## src/logic/bas_pkg.sv

```systemverilog
// Constants shared by the batch activity sequencer.
package bas_pkg;

  // Register byte offsets.
  localparam logic [5:0] OFF_CTRL        = 6'h00;
  localparam logic [5:0] OFF_STATUS      = 6'h04;
  localparam logic [5:0] OFF_ACK_CFG     = 6'h08;
  localparam logic [5:0] OFF_PULSE_TIME  = 6'h0C;
  localparam logic [5:0] OFF_BATCH_TMO   = 6'h10;
  localparam logic [5:0] OFF_DUMP_TMO    = 6'h14;
  localparam logic [5:0] OFF_SETTLE_TIME = 6'h18;
  localparam logic [5:0] OFF_DUMP_WAIT   = 6'h1C;
  localparam logic [5:0] OFF_SETPOINT    = 6'h20;
  localparam logic [5:0] OFF_TOLERANCE   = 6'h24;
  localparam logic [5:0] OFF_LOW_LEVEL   = 6'h28;
  localparam logic [5:0] OFF_IRQ_STATUS  = 6'h2C;
  localparam logic [5:0] OFF_IRQ_MASK    = 6'h30;

  // Control register fields.
  localparam int CTRL_START = 0;
  localparam int CTRL_ABORT = 1;
  localparam int CTRL_DUMP  = 2;

  // Acknowledge configuration fields.
  localparam int ACK_MODE_LSB = 0;
  localparam int ACK_SEL_LSB  = 8;
  localparam int ACK_SEL_W    = 5;
  localparam int ACK_INPUTS   = 18;

  // Tolerance register fields, in hundredths of a percent.
  localparam int TOL_MINUS_LSB = 0;
  localparam int TOL_PLUS_LSB  = 16;
  localparam logic [13:0] TOL_FULL = 14'h2710;

  // Interrupt status bit positions.
  localparam int IRQ_DONE  = 0;
  localparam int IRQ_TMO   = 1;
  localparam int IRQ_ACK   = 2;
  localparam int IRQ_MINUS = 3;
  localparam int IRQ_PLUS  = 4;
  localparam int IRQ_W     = 5;

  // Reset values; times in tenths of a second, timeouts in seconds.
  localparam logic [13:0] RST_PULSE_TIME  = 14'h0000;
  localparam logic [13:0] RST_TMO         = 14'h0000;
  localparam logic [13:0] RST_SETTLE_TIME = 14'h0032;
  localparam logic [13:0] RST_DUMP_WAIT   = 14'h0032;
  localparam logic [4:0]  RST_ACK_SEL     = 5'h00;

  // Time base: one tick each tenth of a second.
  localparam int TENTH_NS     = 32'h05F5E100;
  localparam int CLK_NS       = 32'h00000064;
  localparam int TICK_CYCLES  = TENTH_NS / CLK_NS;
  localparam int TENTHS_PER_S = 32'h0000000A;

  typedef enum logic [2:0] {
    ACK_NONE,
    ACK_AT_START,
    ACK_WAIT,
    ACK_CONT,
    ACK_WAIT_CONT
  } bas_ack_mode_e;

  typedef enum logic [2:0] {
    ST_IDLE,
    ST_ACK_WAIT,
    ST_RUN,
    ST_DUMP_HOLD,
    ST_SETTLE,
    ST_STABLE,
    ST_PULSE
  } bas_state_e;

endpackage

```

## src/logic/bas_seq.sv

```systemverilog
// Batch activity sequencer with Avalon-MM register access.
//
// Added by the designer: register access over Avalon-MM and the address map.
`timescale 1ns/1ps
`default_nettype none

module bas_seq #(
  parameter int TICK_CYCLES = bas_pkg::TICK_CYCLES,
  parameter int WEIGHT_W    = 25
) (
  input  wire logic                bas_clk_unused_dummy_n,
  input  wire logic                clk_sys,
  input  wire logic                rst_b,
  input  wire logic [5:0]          avs_address,
  input  wire logic                avs_read,
  input  wire logic                avs_write,
  input  wire logic [31:0]         avs_writedata,
  input  wire logic [3:0]          avs_byteenable,
  output var  logic [31:0]         avs_readdata,
  output logic                     avs_waitrequest,
  output logic                     irq,
  input  wire logic [17:0]         ack_in,
  input  wire logic [WEIGHT_W-1:0] gross_weight,
  input  wire logic                stable_in,
  output var  logic                fine_out,
  output var  logic                dump_out
);

  localparam int IRQ_W_L = bas_pkg::IRQ_W;
  localparam bas_pkg::bas_state_e ST_IDLE_L = bas_pkg::ST_IDLE;

  logic                  ack_reg;
  logic                  wr_go;
  logic [31:0]           rd_mux;
  logic                  start_pulse;
  logic                  abort_pulse;
  logic                  dump_mode_reg;
  logic [2:0]            ack_mode_reg;
  logic [4:0]            ack_sel_reg;
  logic [13:0]           pulse_time_reg;
  logic [13:0]           batch_tmo_reg;
  logic [13:0]           dump_tmo_reg;
  logic [13:0]           settle_time_reg;
  logic [13:0]           dump_wait_reg;
  logic [WEIGHT_W-1:0]   setpoint_reg;
  logic [13:0]           tol_minus_reg;
  logic [13:0]           tol_plus_reg;
  logic [WEIGHT_W-1:0]   low_level_reg;
  logic [IRQ_W_L-1:0]    irq_status_reg;
  logic [IRQ_W_L-1:0]    irq_mask_reg;
  logic [IRQ_W_L-1:0]    irq_events;
  logic [31:0]           tick_cnt_reg;
  logic                  tick;
  logic [13:0]           phase_cnt_reg;
  logic [16:0]           tmo_cnt_reg;
  logic [16:0]           tmo_lim;
  logic [13:0]           tmo_sel;
  bas_pkg::bas_state_e   state_reg;
  bas_pkg::bas_state_e   state_d_reg;
  logic                  ack_level;
  logic                  cont_sup;
  logic                  ack_lost;
  logic                  active;
  logic                  tmo_hit;
  logic                  at_start_fail;
  logic signed [47:0]    w_x;
  logic signed [47:0]    lo_x;
  logic signed [47:0]    hi_x;
  logic signed [15:0]    lo_f;
  logic signed [15:0]    hi_f;
  logic                  minus_err;
  logic                  plus_err;
  logic                  pulse_nz;
  logic                  stable_done;
  logic                  phase_ok;

  function automatic logic [31:0] bas_merge(input logic [31:0] old_v,
                                            input logic [31:0] new_v,
                                            input logic [3:0]  be);
    logic [31:0] res;
    res = old_v;
    for (int i = 0; i < 4; i++)
    begin
      if (be[i])
      begin
        res[8*i +: 8] = new_v[8*i +: 8];
      end
    end
    return res;
  endfunction

  // Bus slave: one wait cycle, then the request completes.
  always_ff @(posedge clk_sys or negedge rst_b)
  begin
    if (!rst_b)
      ack_reg <= 1'b0;
    else
      ack_reg <= (avs_read | avs_write) & ~ack_reg;
  end

  assign avs_waitrequest = (avs_read | avs_write) & ~ack_reg;
  assign wr_go           = avs_write & ack_reg;
  assign start_pulse     = wr_go && avs_address == bas_pkg::OFF_CTRL
                           && avs_byteenable[0] && avs_writedata[bas_pkg::CTRL_START];
  assign abort_pulse     = wr_go && avs_address == bas_pkg::OFF_CTRL
                           && avs_byteenable[0] && avs_writedata[bas_pkg::CTRL_ABORT];

  always_comb
  begin
    rd_mux = 32'h00000000;
    if (avs_address == bas_pkg::OFF_CTRL)
      rd_mux[bas_pkg::CTRL_DUMP] = dump_mode_reg;
    else if (avs_address == bas_pkg::OFF_STATUS)
      rd_mux[7:0] = {ack_level, dump_out, fine_out, active, 1'b0, state_reg};
    else if (avs_address == bas_pkg::OFF_ACK_CFG)
    begin
      rd_mux[2:0] = ack_mode_reg;
      if (ack_mode_reg != bas_pkg::ACK_NONE)
        rd_mux[bas_pkg::ACK_SEL_LSB +: bas_pkg::ACK_SEL_W] = ack_sel_reg;
    end
    else if (avs_address == bas_pkg::OFF_PULSE_TIME)
      rd_mux[13:0] = pulse_time_reg;
    else if (avs_address == bas_pkg::OFF_BATCH_TMO)
      rd_mux[13:0] = batch_tmo_reg;
    else if (avs_address == bas_pkg::OFF_DUMP_TMO)
      rd_mux[13:0] = dump_tmo_reg;
    else if (avs_address == bas_pkg::OFF_SETTLE_TIME)
      rd_mux[13:0] = settle_time_reg;
    else if (avs_address == bas_pkg::OFF_DUMP_WAIT)
      rd_mux[13:0] = dump_wait_reg;
    else if (avs_address == bas_pkg::OFF_SETPOINT)
      rd_mux = 32'($signed(setpoint_reg));
    else if (avs_address == bas_pkg::OFF_TOLERANCE)
    begin
      rd_mux[bas_pkg::TOL_MINUS_LSB +: 14] = tol_minus_reg;
      rd_mux[bas_pkg::TOL_PLUS_LSB +: 14]  = tol_plus_reg;
    end
    else if (avs_address == bas_pkg::OFF_LOW_LEVEL)
      rd_mux = 32'($signed(low_level_reg));
    else if (avs_address == bas_pkg::OFF_IRQ_STATUS)
      rd_mux[IRQ_W_L-1:0] = irq_status_reg;
    else if (avs_address == bas_pkg::OFF_IRQ_MASK)
      rd_mux[IRQ_W_L-1:0] = irq_mask_reg;
  end

  always_ff @(posedge clk_sys or negedge rst_b)
  begin
    if (!rst_b)
      avs_readdata <= 32'h00000000;
    else if (avs_read & ~ack_reg)
      avs_readdata <= rd_mux;
  end

  // Configuration registers written by software.
  always_ff @(posedge clk_sys or negedge rst_b)
  begin
    if (!rst_b)
    begin
      dump_mode_reg   <= 1'b0;
      ack_mode_reg    <= bas_pkg::ACK_NONE;
      ack_sel_reg     <= bas_pkg::RST_ACK_SEL;
      pulse_time_reg  <= bas_pkg::RST_PULSE_TIME;
      batch_tmo_reg   <= bas_pkg::RST_TMO;
      dump_tmo_reg    <= bas_pkg::RST_TMO;
      settle_time_reg <= bas_pkg::RST_SETTLE_TIME;
      dump_wait_reg   <= bas_pkg::RST_DUMP_WAIT;
      setpoint_reg    <= '0;
      tol_minus_reg   <= bas_pkg::TOL_FULL;
      tol_plus_reg    <= bas_pkg::TOL_FULL;
      low_level_reg   <= '0;
      irq_mask_reg    <= '0;
    end
    else if (wr_go)
    begin
      if (avs_address == bas_pkg::OFF_CTRL && avs_byteenable[0] && state_reg == ST_IDLE_L)
        dump_mode_reg <= avs_writedata[bas_pkg::CTRL_DUMP];
      else if (avs_address == bas_pkg::OFF_ACK_CFG)
      begin
        if (avs_byteenable[0])
          ack_mode_reg <= avs_writedata[2:0];
        if (avs_byteenable[1])
          ack_sel_reg <= avs_writedata[bas_pkg::ACK_SEL_LSB +: bas_pkg::ACK_SEL_W];
      end
      else if (avs_address == bas_pkg::OFF_PULSE_TIME)
        pulse_time_reg <= 14'(bas_merge(32'(pulse_time_reg), avs_writedata, avs_byteenable));
      else if (avs_address == bas_pkg::OFF_BATCH_TMO)
        batch_tmo_reg <= 14'(bas_merge(32'(batch_tmo_reg), avs_writedata, avs_byteenable));
      else if (avs_address == bas_pkg::OFF_DUMP_TMO)
        dump_tmo_reg <= 14'(bas_merge(32'(dump_tmo_reg), avs_writedata, avs_byteenable));
      else if (avs_address == bas_pkg::OFF_SETTLE_TIME)
        settle_time_reg <= 14'(bas_merge(32'(settle_time_reg), avs_writedata, avs_byteenable));
      else if (avs_address == bas_pkg::OFF_DUMP_WAIT)
        dump_wait_reg <= 14'(bas_merge(32'(dump_wait_reg), avs_writedata, avs_byteenable));
      else if (avs_address == bas_pkg::OFF_SETPOINT)
        setpoint_reg <= WEIGHT_W'(bas_merge(32'(setpoint_reg), avs_writedata,
                                            avs_byteenable));
      else if (avs_address == bas_pkg::OFF_TOLERANCE)
      begin
        tol_minus_reg <= 14'(bas_merge(32'(tol_minus_reg), avs_writedata, avs_byteenable));
        tol_plus_reg  <= 14'(bas_merge({2'b00, tol_plus_reg, 16'h0000}, avs_writedata,
                                       avs_byteenable) >> 16);
      end
      else if (avs_address == bas_pkg::OFF_LOW_LEVEL)
        low_level_reg <= WEIGHT_W'(bas_merge(32'(low_level_reg), avs_writedata,
                                             avs_byteenable));
      else if (avs_address == bas_pkg::OFF_IRQ_MASK)
        irq_mask_reg <= IRQ_W_L'(bas_merge(32'(irq_mask_reg), avs_writedata,
                                           avs_byteenable));
    end
  end

  // Acknowledge input selection and supervision.
  assign ack_level = (ack_sel_reg < 5'(bas_pkg::ACK_INPUTS)) ? ack_in[ack_sel_reg] : 1'b0;
  assign cont_sup  = ack_mode_reg == bas_pkg::ACK_CONT
                     || ack_mode_reg == bas_pkg::ACK_WAIT_CONT;
  assign active    = state_reg != bas_pkg::ST_IDLE && state_reg != bas_pkg::ST_ACK_WAIT;
  assign ack_lost  = cont_sup & active & ~ack_level;
  assign at_start_fail = start_pulse && state_reg == bas_pkg::ST_IDLE
                         && ack_mode_reg == bas_pkg::ACK_AT_START && !ack_level;

  // Tenth-of-a-second time base.
  always_ff @(posedge clk_sys or negedge rst_b)
  begin
    if (!rst_b)
      tick_cnt_reg <= 32'h00000000;
    else if (tick)
      tick_cnt_reg <= 32'h00000000;
    else
      tick_cnt_reg <= tick_cnt_reg + 32'h00000001;
  end

  assign tick = tick_cnt_reg == 32'(TICK_CYCLES - 1);

  // Phase timer restarts whenever the state changes; its count is stale for one cycle.
  assign phase_ok = state_reg == state_d_reg;

  always_ff @(posedge clk_sys or negedge rst_b)
  begin
    if (!rst_b)
    begin
      state_d_reg   <= bas_pkg::ST_IDLE;
      phase_cnt_reg <= 14'h0000;
    end
    else
    begin
      state_d_reg <= state_reg;
      if (state_reg != state_d_reg)
        phase_cnt_reg <= 14'h0000;
      else if (tick && phase_cnt_reg != 14'h3FFF)
        phase_cnt_reg <= phase_cnt_reg + 14'h0001;
    end
  end

  // Activity timeout counted in tenths from the start of the activity.
  assign tmo_sel = dump_mode_reg ? dump_tmo_reg : batch_tmo_reg;
  assign tmo_lim = 17'(tmo_sel) * 17'(bas_pkg::TENTHS_PER_S);
  assign tmo_hit = active && tmo_sel != 14'h0000 && tmo_cnt_reg >= tmo_lim;

  always_ff @(posedge clk_sys or negedge rst_b)
  begin
    if (!rst_b)
      tmo_cnt_reg <= 17'h00000;
    else if (!active)
      tmo_cnt_reg <= 17'h00000;
    else if (tick && tmo_cnt_reg != 17'h1FFFF)
      tmo_cnt_reg <= tmo_cnt_reg + 17'h00001;
  end

  // Tolerance checks scaled to hundredths of a percent.
  assign lo_f      = $signed(16'(bas_pkg::TOL_FULL) - 16'(tol_minus_reg));
  assign hi_f      = $signed(16'(bas_pkg::TOL_FULL) + 16'(tol_plus_reg));
  assign w_x       = 48'($signed(gross_weight)) * 48'(bas_pkg::TOL_FULL);
  assign lo_x      = 48'($signed(setpoint_reg)) * 48'(lo_f);
  assign hi_x      = 48'($signed(setpoint_reg)) * 48'(hi_f);
  assign minus_err = tol_minus_reg < bas_pkg::TOL_FULL && w_x < lo_x;
  assign plus_err  = tol_plus_reg < bas_pkg::TOL_FULL && w_x > hi_x;
  assign pulse_nz  = pulse_time_reg != 14'h0000;
  assign stable_done = state_reg == bas_pkg::ST_STABLE && stable_in;

  // Activity sequence.
  always_ff @(posedge clk_sys or negedge rst_b)
  begin
    if (!rst_b)
      state_reg <= bas_pkg::ST_IDLE;
    else if (abort_pulse || tmo_hit)
      state_reg <= bas_pkg::ST_IDLE;
    else
    begin
      case (state_reg)
        bas_pkg::ST_IDLE:
          if (start_pulse)
          begin
            if (ack_mode_reg == bas_pkg::ACK_WAIT || ack_mode_reg == bas_pkg::ACK_WAIT_CONT)
              state_reg <= bas_pkg::ST_ACK_WAIT;
            else if (!at_start_fail)
              state_reg <= bas_pkg::ST_RUN;
          end
        bas_pkg::ST_ACK_WAIT:
          if (ack_level)
            state_reg <= bas_pkg::ST_RUN;
        bas_pkg::ST_RUN:
          if (dump_mode_reg && $signed(gross_weight) <= $signed(low_level_reg))
            state_reg <= bas_pkg::ST_DUMP_HOLD;
          else if (!dump_mode_reg && $signed(gross_weight) >= $signed(setpoint_reg))
            state_reg <= bas_pkg::ST_SETTLE;
        bas_pkg::ST_DUMP_HOLD:
          if (phase_ok && phase_cnt_reg >= dump_wait_reg)
            state_reg <= bas_pkg::ST_IDLE;
        bas_pkg::ST_SETTLE:
          if (phase_ok && phase_cnt_reg >= settle_time_reg)
            state_reg <= bas_pkg::ST_STABLE;
        bas_pkg::ST_STABLE:
          if (stable_in)
            state_reg <= (minus_err && pulse_nz) ? bas_pkg::ST_PULSE : bas_pkg::ST_IDLE;
        bas_pkg::ST_PULSE:
          if (phase_ok && phase_cnt_reg >= pulse_time_reg)
            state_reg <= bas_pkg::ST_SETTLE;
        default:
          state_reg <= bas_pkg::ST_IDLE;
      endcase
    end
  end

  // Plant outputs, held off while acknowledge is lost.
  always_ff @(posedge clk_sys or negedge rst_b)
  begin
    if (!rst_b)
    begin
      fine_out <= 1'b0;
      dump_out <= 1'b0;
    end
    else
    begin
      fine_out <= !dump_mode_reg && !ack_lost && !abort_pulse && !tmo_hit
                  && (state_reg == bas_pkg::ST_RUN || state_reg == bas_pkg::ST_PULSE);
      dump_out <= dump_mode_reg && !ack_lost && !abort_pulse && !tmo_hit
                  && (state_reg == bas_pkg::ST_RUN
                      || (state_reg == bas_pkg::ST_DUMP_HOLD
                          && (!phase_ok || phase_cnt_reg < dump_wait_reg)));
    end
  end

  // Sticky event flags; a new event wins over a write-one clear.
  always_comb
  begin
    irq_events = '0;
    irq_events[bas_pkg::IRQ_DONE]  = !tmo_hit && !abort_pulse
                                     && ((state_reg == bas_pkg::ST_DUMP_HOLD
                                          && phase_ok && phase_cnt_reg >= dump_wait_reg)
                                         || (stable_done && !(minus_err && pulse_nz)));
    irq_events[bas_pkg::IRQ_TMO]   = tmo_hit;
    irq_events[bas_pkg::IRQ_ACK]   = ack_lost || at_start_fail;
    irq_events[bas_pkg::IRQ_MINUS] = stable_done && minus_err;
    irq_events[bas_pkg::IRQ_PLUS]  = stable_done && plus_err;
  end

  always_ff @(posedge clk_sys or negedge rst_b)
  begin
    if (!rst_b)
      irq_status_reg <= '0;
    else if (wr_go && avs_address == bas_pkg::OFF_IRQ_STATUS && avs_byteenable[0])
      irq_status_reg <= (irq_status_reg & ~avs_writedata[IRQ_W_L-1:0]) | irq_events;
    else
      irq_status_reg <= irq_status_reg | irq_events;
  end

  assign irq = |(irq_status_reg & irq_mask_reg);

endmodule // bas_seq

`default_nettype wire

```

## config.mk

```make
export PLATFORM = sky130hd
export DESIGN_NAME = bas_seq
export DESIGN_NICKNAME = d
export VERILOG_FILES = /design/src/logic/bas_pkg.sv /design/src/logic/bas_seq.sv
export SDC_FILE = /design/constraint.sdc
export NUM_CORES = 2
export LEC_CHECK = 0
export ABC_CLOCK_PERIOD_IN_PS = 29400
export BUFFER_PORTS_ARGS = -buffer_cell sky130_fd_sc_hd__buf_2
export CORE_MARGIN = 4
export CORE_UTILIZATION = 50
export DETAILED_ROUTE_END_ITERATION = 12
export GPL_TIMING_DRIVEN = 0
export HOLD_SLACK_MARGIN = 0.08
export PLACE_DENSITY_LB_ADDON = 0.3
export SLEW_MARGIN = 20
export SYNTH_ARGS = -nofsm -noshare
export SYNTH_HDL_FRONTEND = slang
export SYNTH_SLANG_ARGS = --single-unit
```

## constraint.sdc

```tcl
create_clock -name clk_sys -period 29.4 [get_ports clk_sys]
set_clock_uncertainty 0.15 [all_clocks]
set_input_delay 5.88 -clock clk_sys [delete_from_list [all_inputs] [get_ports clk_sys]]
set_output_delay 5.88 -clock clk_sys [all_outputs]
set_load 0.01 [all_outputs]
```

==> metrics.cfg <==
[synth]
ys_types = 95
yosys_most_used_dff = dfrtp_1
synth_nets = 6831
synth_top_area_share_pct = 32.2
synthTopCellsByCount = inv_1, fa_1, nand2_1
netlist_top_cells_area = fa_1, ha_1, dfrtp_1, inv_1, nand2_1
netlist_instances = 5439
ys_seq_area_share_pct = 13.8
synth_edf_count = 0
yosys_warnings = 0
synth_top_cell_by_area = fa_1
ys_async_sr_fraction_pct = 100
avgSynthCellArea_um2 = 9.01
yosys_register_bits = 270
synth_area_mm2 = 0.0490
synth_most_common_cell = inv_1

[cells_and_area]
syn_to_final_growth_pct = 7.89
drive_above_1_share_pct = 7.39
largest_reg_flops = 32
seq_area_mm2 = 0.00678
fillCellCount = 8950
multi_input_area_mm2 = 0.0375
finalNetCount = 6997

[setup_path]
crit_fanout = 10
worstSetupStartpointType = flop
slowest_delay_ns = 0.71
worstPathRequired_ns = 29.70
slowest_stage = xnor2_2
cp_data_arrival_time_ns = 13.49
critPathKind = flop to flop
cp_common_cell = fa_1
endpoint_kind = flop
crit_buf_inv = 6
path_delay_family = adder cells

[clocking]
cts_hold_buf = 0
cts_resized = 0
cts.path.max_buffers = 3
clock_sinks = 270
clk_pin_slew_ns = 0.06
htree_levels = 2
insertion_delay_ns = 0.60
cts_tree = yes
cts_root_buf = clkbuf_16
post-cts-setup-buffers = 0
cts_buffers = 34

[placement]
hpwlAfterDp_mm = 133
gp_congestion = 1.04
port-buffer-count = 116

[flow_run]
max-cap-violations = 0

[detailed_routing]
ant_nets = 0
via_per_inst = 5.80
avgRoutedWirePerCell_um = 23.1
via_count = 40100
drtIter0Drc = 3862
drc_errors = 0
drt-pass1-iter-count = 9
wirelength_mm = 160

[power]
powerDensity_mw_per_mm2 = 113
p_leak_nw = 26.8
peakVddDrop_v = 0.000204

[global_route]
use_met1_pct = 43.5
grt_pass1_wl_mm = 246
use_met3_pct = 7.34
antenna_found_initial = 8
use_met2_pct = 47.2
grt_max_degree = 82
grt_util_all_layers_pct = 31.7
grt_pass1_vias = 40600
gr-total-overflow = 0
grt.busiest_layer = met2

[timing]
fin_crit_sh_pct = 44.9
max_freq_mhz = 75.8
max-slew-margin-rel_pct = 11.9
min_period_ns = 13.19
rsz0062_at_grt = no
tns_ns = 0
drv_slew = 0
finalHoldViolations = 0
hold_slack_ns = 0.229
setup_violations = 0
tightest_slew_ns = 1.32

[status]
status = completed

[die]
coreArea_mm2 = 0.0970
dieArea_mm2 = 0.103
die_w_um = 321
pin_count = 127
die_y_um = 321
row_count = 114
start_util_pct = 50.5

[worst_hold_path]
min_path_type = flop to flop

[final cells by class]
class,instances,area share (%)
plain buffers,199,1.44
inverters,1095,7.78
clock buffers,44,1.81
clock inverters,18,0.625
well taps,1276,3.02
multi-input cells,3875,70.9
diodes,11,0.0521
flip-flops and latches,270,12.8
repair buffers,130,1.50
[routing by layer]
metal  part of all wire [%]  vias to the layer above
li1                       -                    17600
met1                     41                    20200
met2                     43                     1884
met3                     10                      432
met4                    6.1                       10
met5                   0.12                        -
[cell usage in the layout (no fill, tap or decap), types with 11 or more instances in the layout]
| master | count |
|---|---|
| inv_1 | 1093 |
| fa_1 | 787 |
| nand2_1 | 663 |
| ha_1 | 513 |
| nor2_1 | 300 |
| dfrtp_1 | 254 |
| a21oi_1 | 193 |
| clkbuf_1 | 181 |
| o21ai_0 | 176 |
| and2_1 | 171 |
| mux2_2 | 137 |
| buf_2 | 124 |
| xnor2_1 | 98 |
| a21o_1 | 81 |
| xor2_1 | 73 |
| nand3_1 | 71 |
| nor3_1 | 50 |
| nand4_1 | 48 |
| nand2b_1 | 36 |
| a211oi_1 | 35 |
| clkbuf_16 | 34 |
| or3_1 | 29 |
| nor2b_1 | 29 |
| and3_1 | 28 |
| o21a_1 | 25 |
| a31oi_1 | 21 |
| o211ai_1 | 19 |
| nor4_1 | 17 |
| dfstp_2 | 16 |
| o21bai_1 | 15 |
| a22oi_1 | 15 |
| o221ai_1 | 15 |
| and4_1 | 14 |
| a211o_1 | 14 |
| xnor2_2 | 12 |
| or2_2 | 12 |
| a221o_1 | 12 |
| diode_2 | 11 |
| buf_1 | 11 |
[metrics by stage]
stage	instances	setup WS (ns)	util [%]	area [um2]	power, mW
final	6918	16.21	54.5	52900	5.95
after detailed placement	6845	16.11	53.1	51500	5.31
after global routing	6907	15.74	54.5	52800	6.55
after CTS	6907	16.48	54.5	52800	5.83
after floorplan	5439	17.28	-	49000	3.82
after global placement	6831	16.02	52.8	51200	5.22
[cell families after synthesis]
| logic type | synth area share [%] |
|---|---|
| AO/OA/AOI/OAI | 9.86 |
| XOR/XNOR | 3.34 |
| adder cells (fa/ha/maj) | 45.3 |
| buffers and inverters | 9.94 |
| flip-flops | 13.8 |
| multiplexers | 3.47 |
| AND/OR/NAND/NOR | 14.3 |
[worst reg2reg max path: cells and delay by family (launching register included)]
kind                       cells  cell delay, ns
buffers and inverters          6            2.00
AOI/OAI and AO/OA             13            3.25
and+or+nand+nor               10            2.13
adders and majority gates      9            4.25
xor gates and xnor gates       1            0.71
DFF                            1            0.57
[worst paths after layout]
kind	start	to	slack, ns	depth (start not counted)
max	tol_minus_reg[0]$_DFFE_PN0P_	irq_status_reg[0]$_DFF_PN0_	16.21	39
min	state_reg[2]$_DFFE_PN0P_	state_d_reg[2]$_DFF_PN0_	0.23	0
max reg2reg	tol_minus_reg[0]$_DFFE_PN0P_	irq_status_reg[0]$_DFF_PN0_	16.21	39
min reg2reg	state_reg[2]$_DFFE_PN0P_	state_d_reg[2]$_DFF_PN0_	0.23	0
max in group asynchronous	rst_b	tol_plus_reg[13]$_DFFE_PN1P_	23.22	2
min in group asynchronous	rst_b	avs_readdata[5]$_DFFE_PN0P_	5.06	1
[power breakdown]
part	total (mW)	internal (mW)	switching (mW)
Sequential	0.416	0.393	0.0224
Combinational	5.05	1.88	3.17
Clock	0.489	0.296	0.193
(Power assumes the default switching activity.)
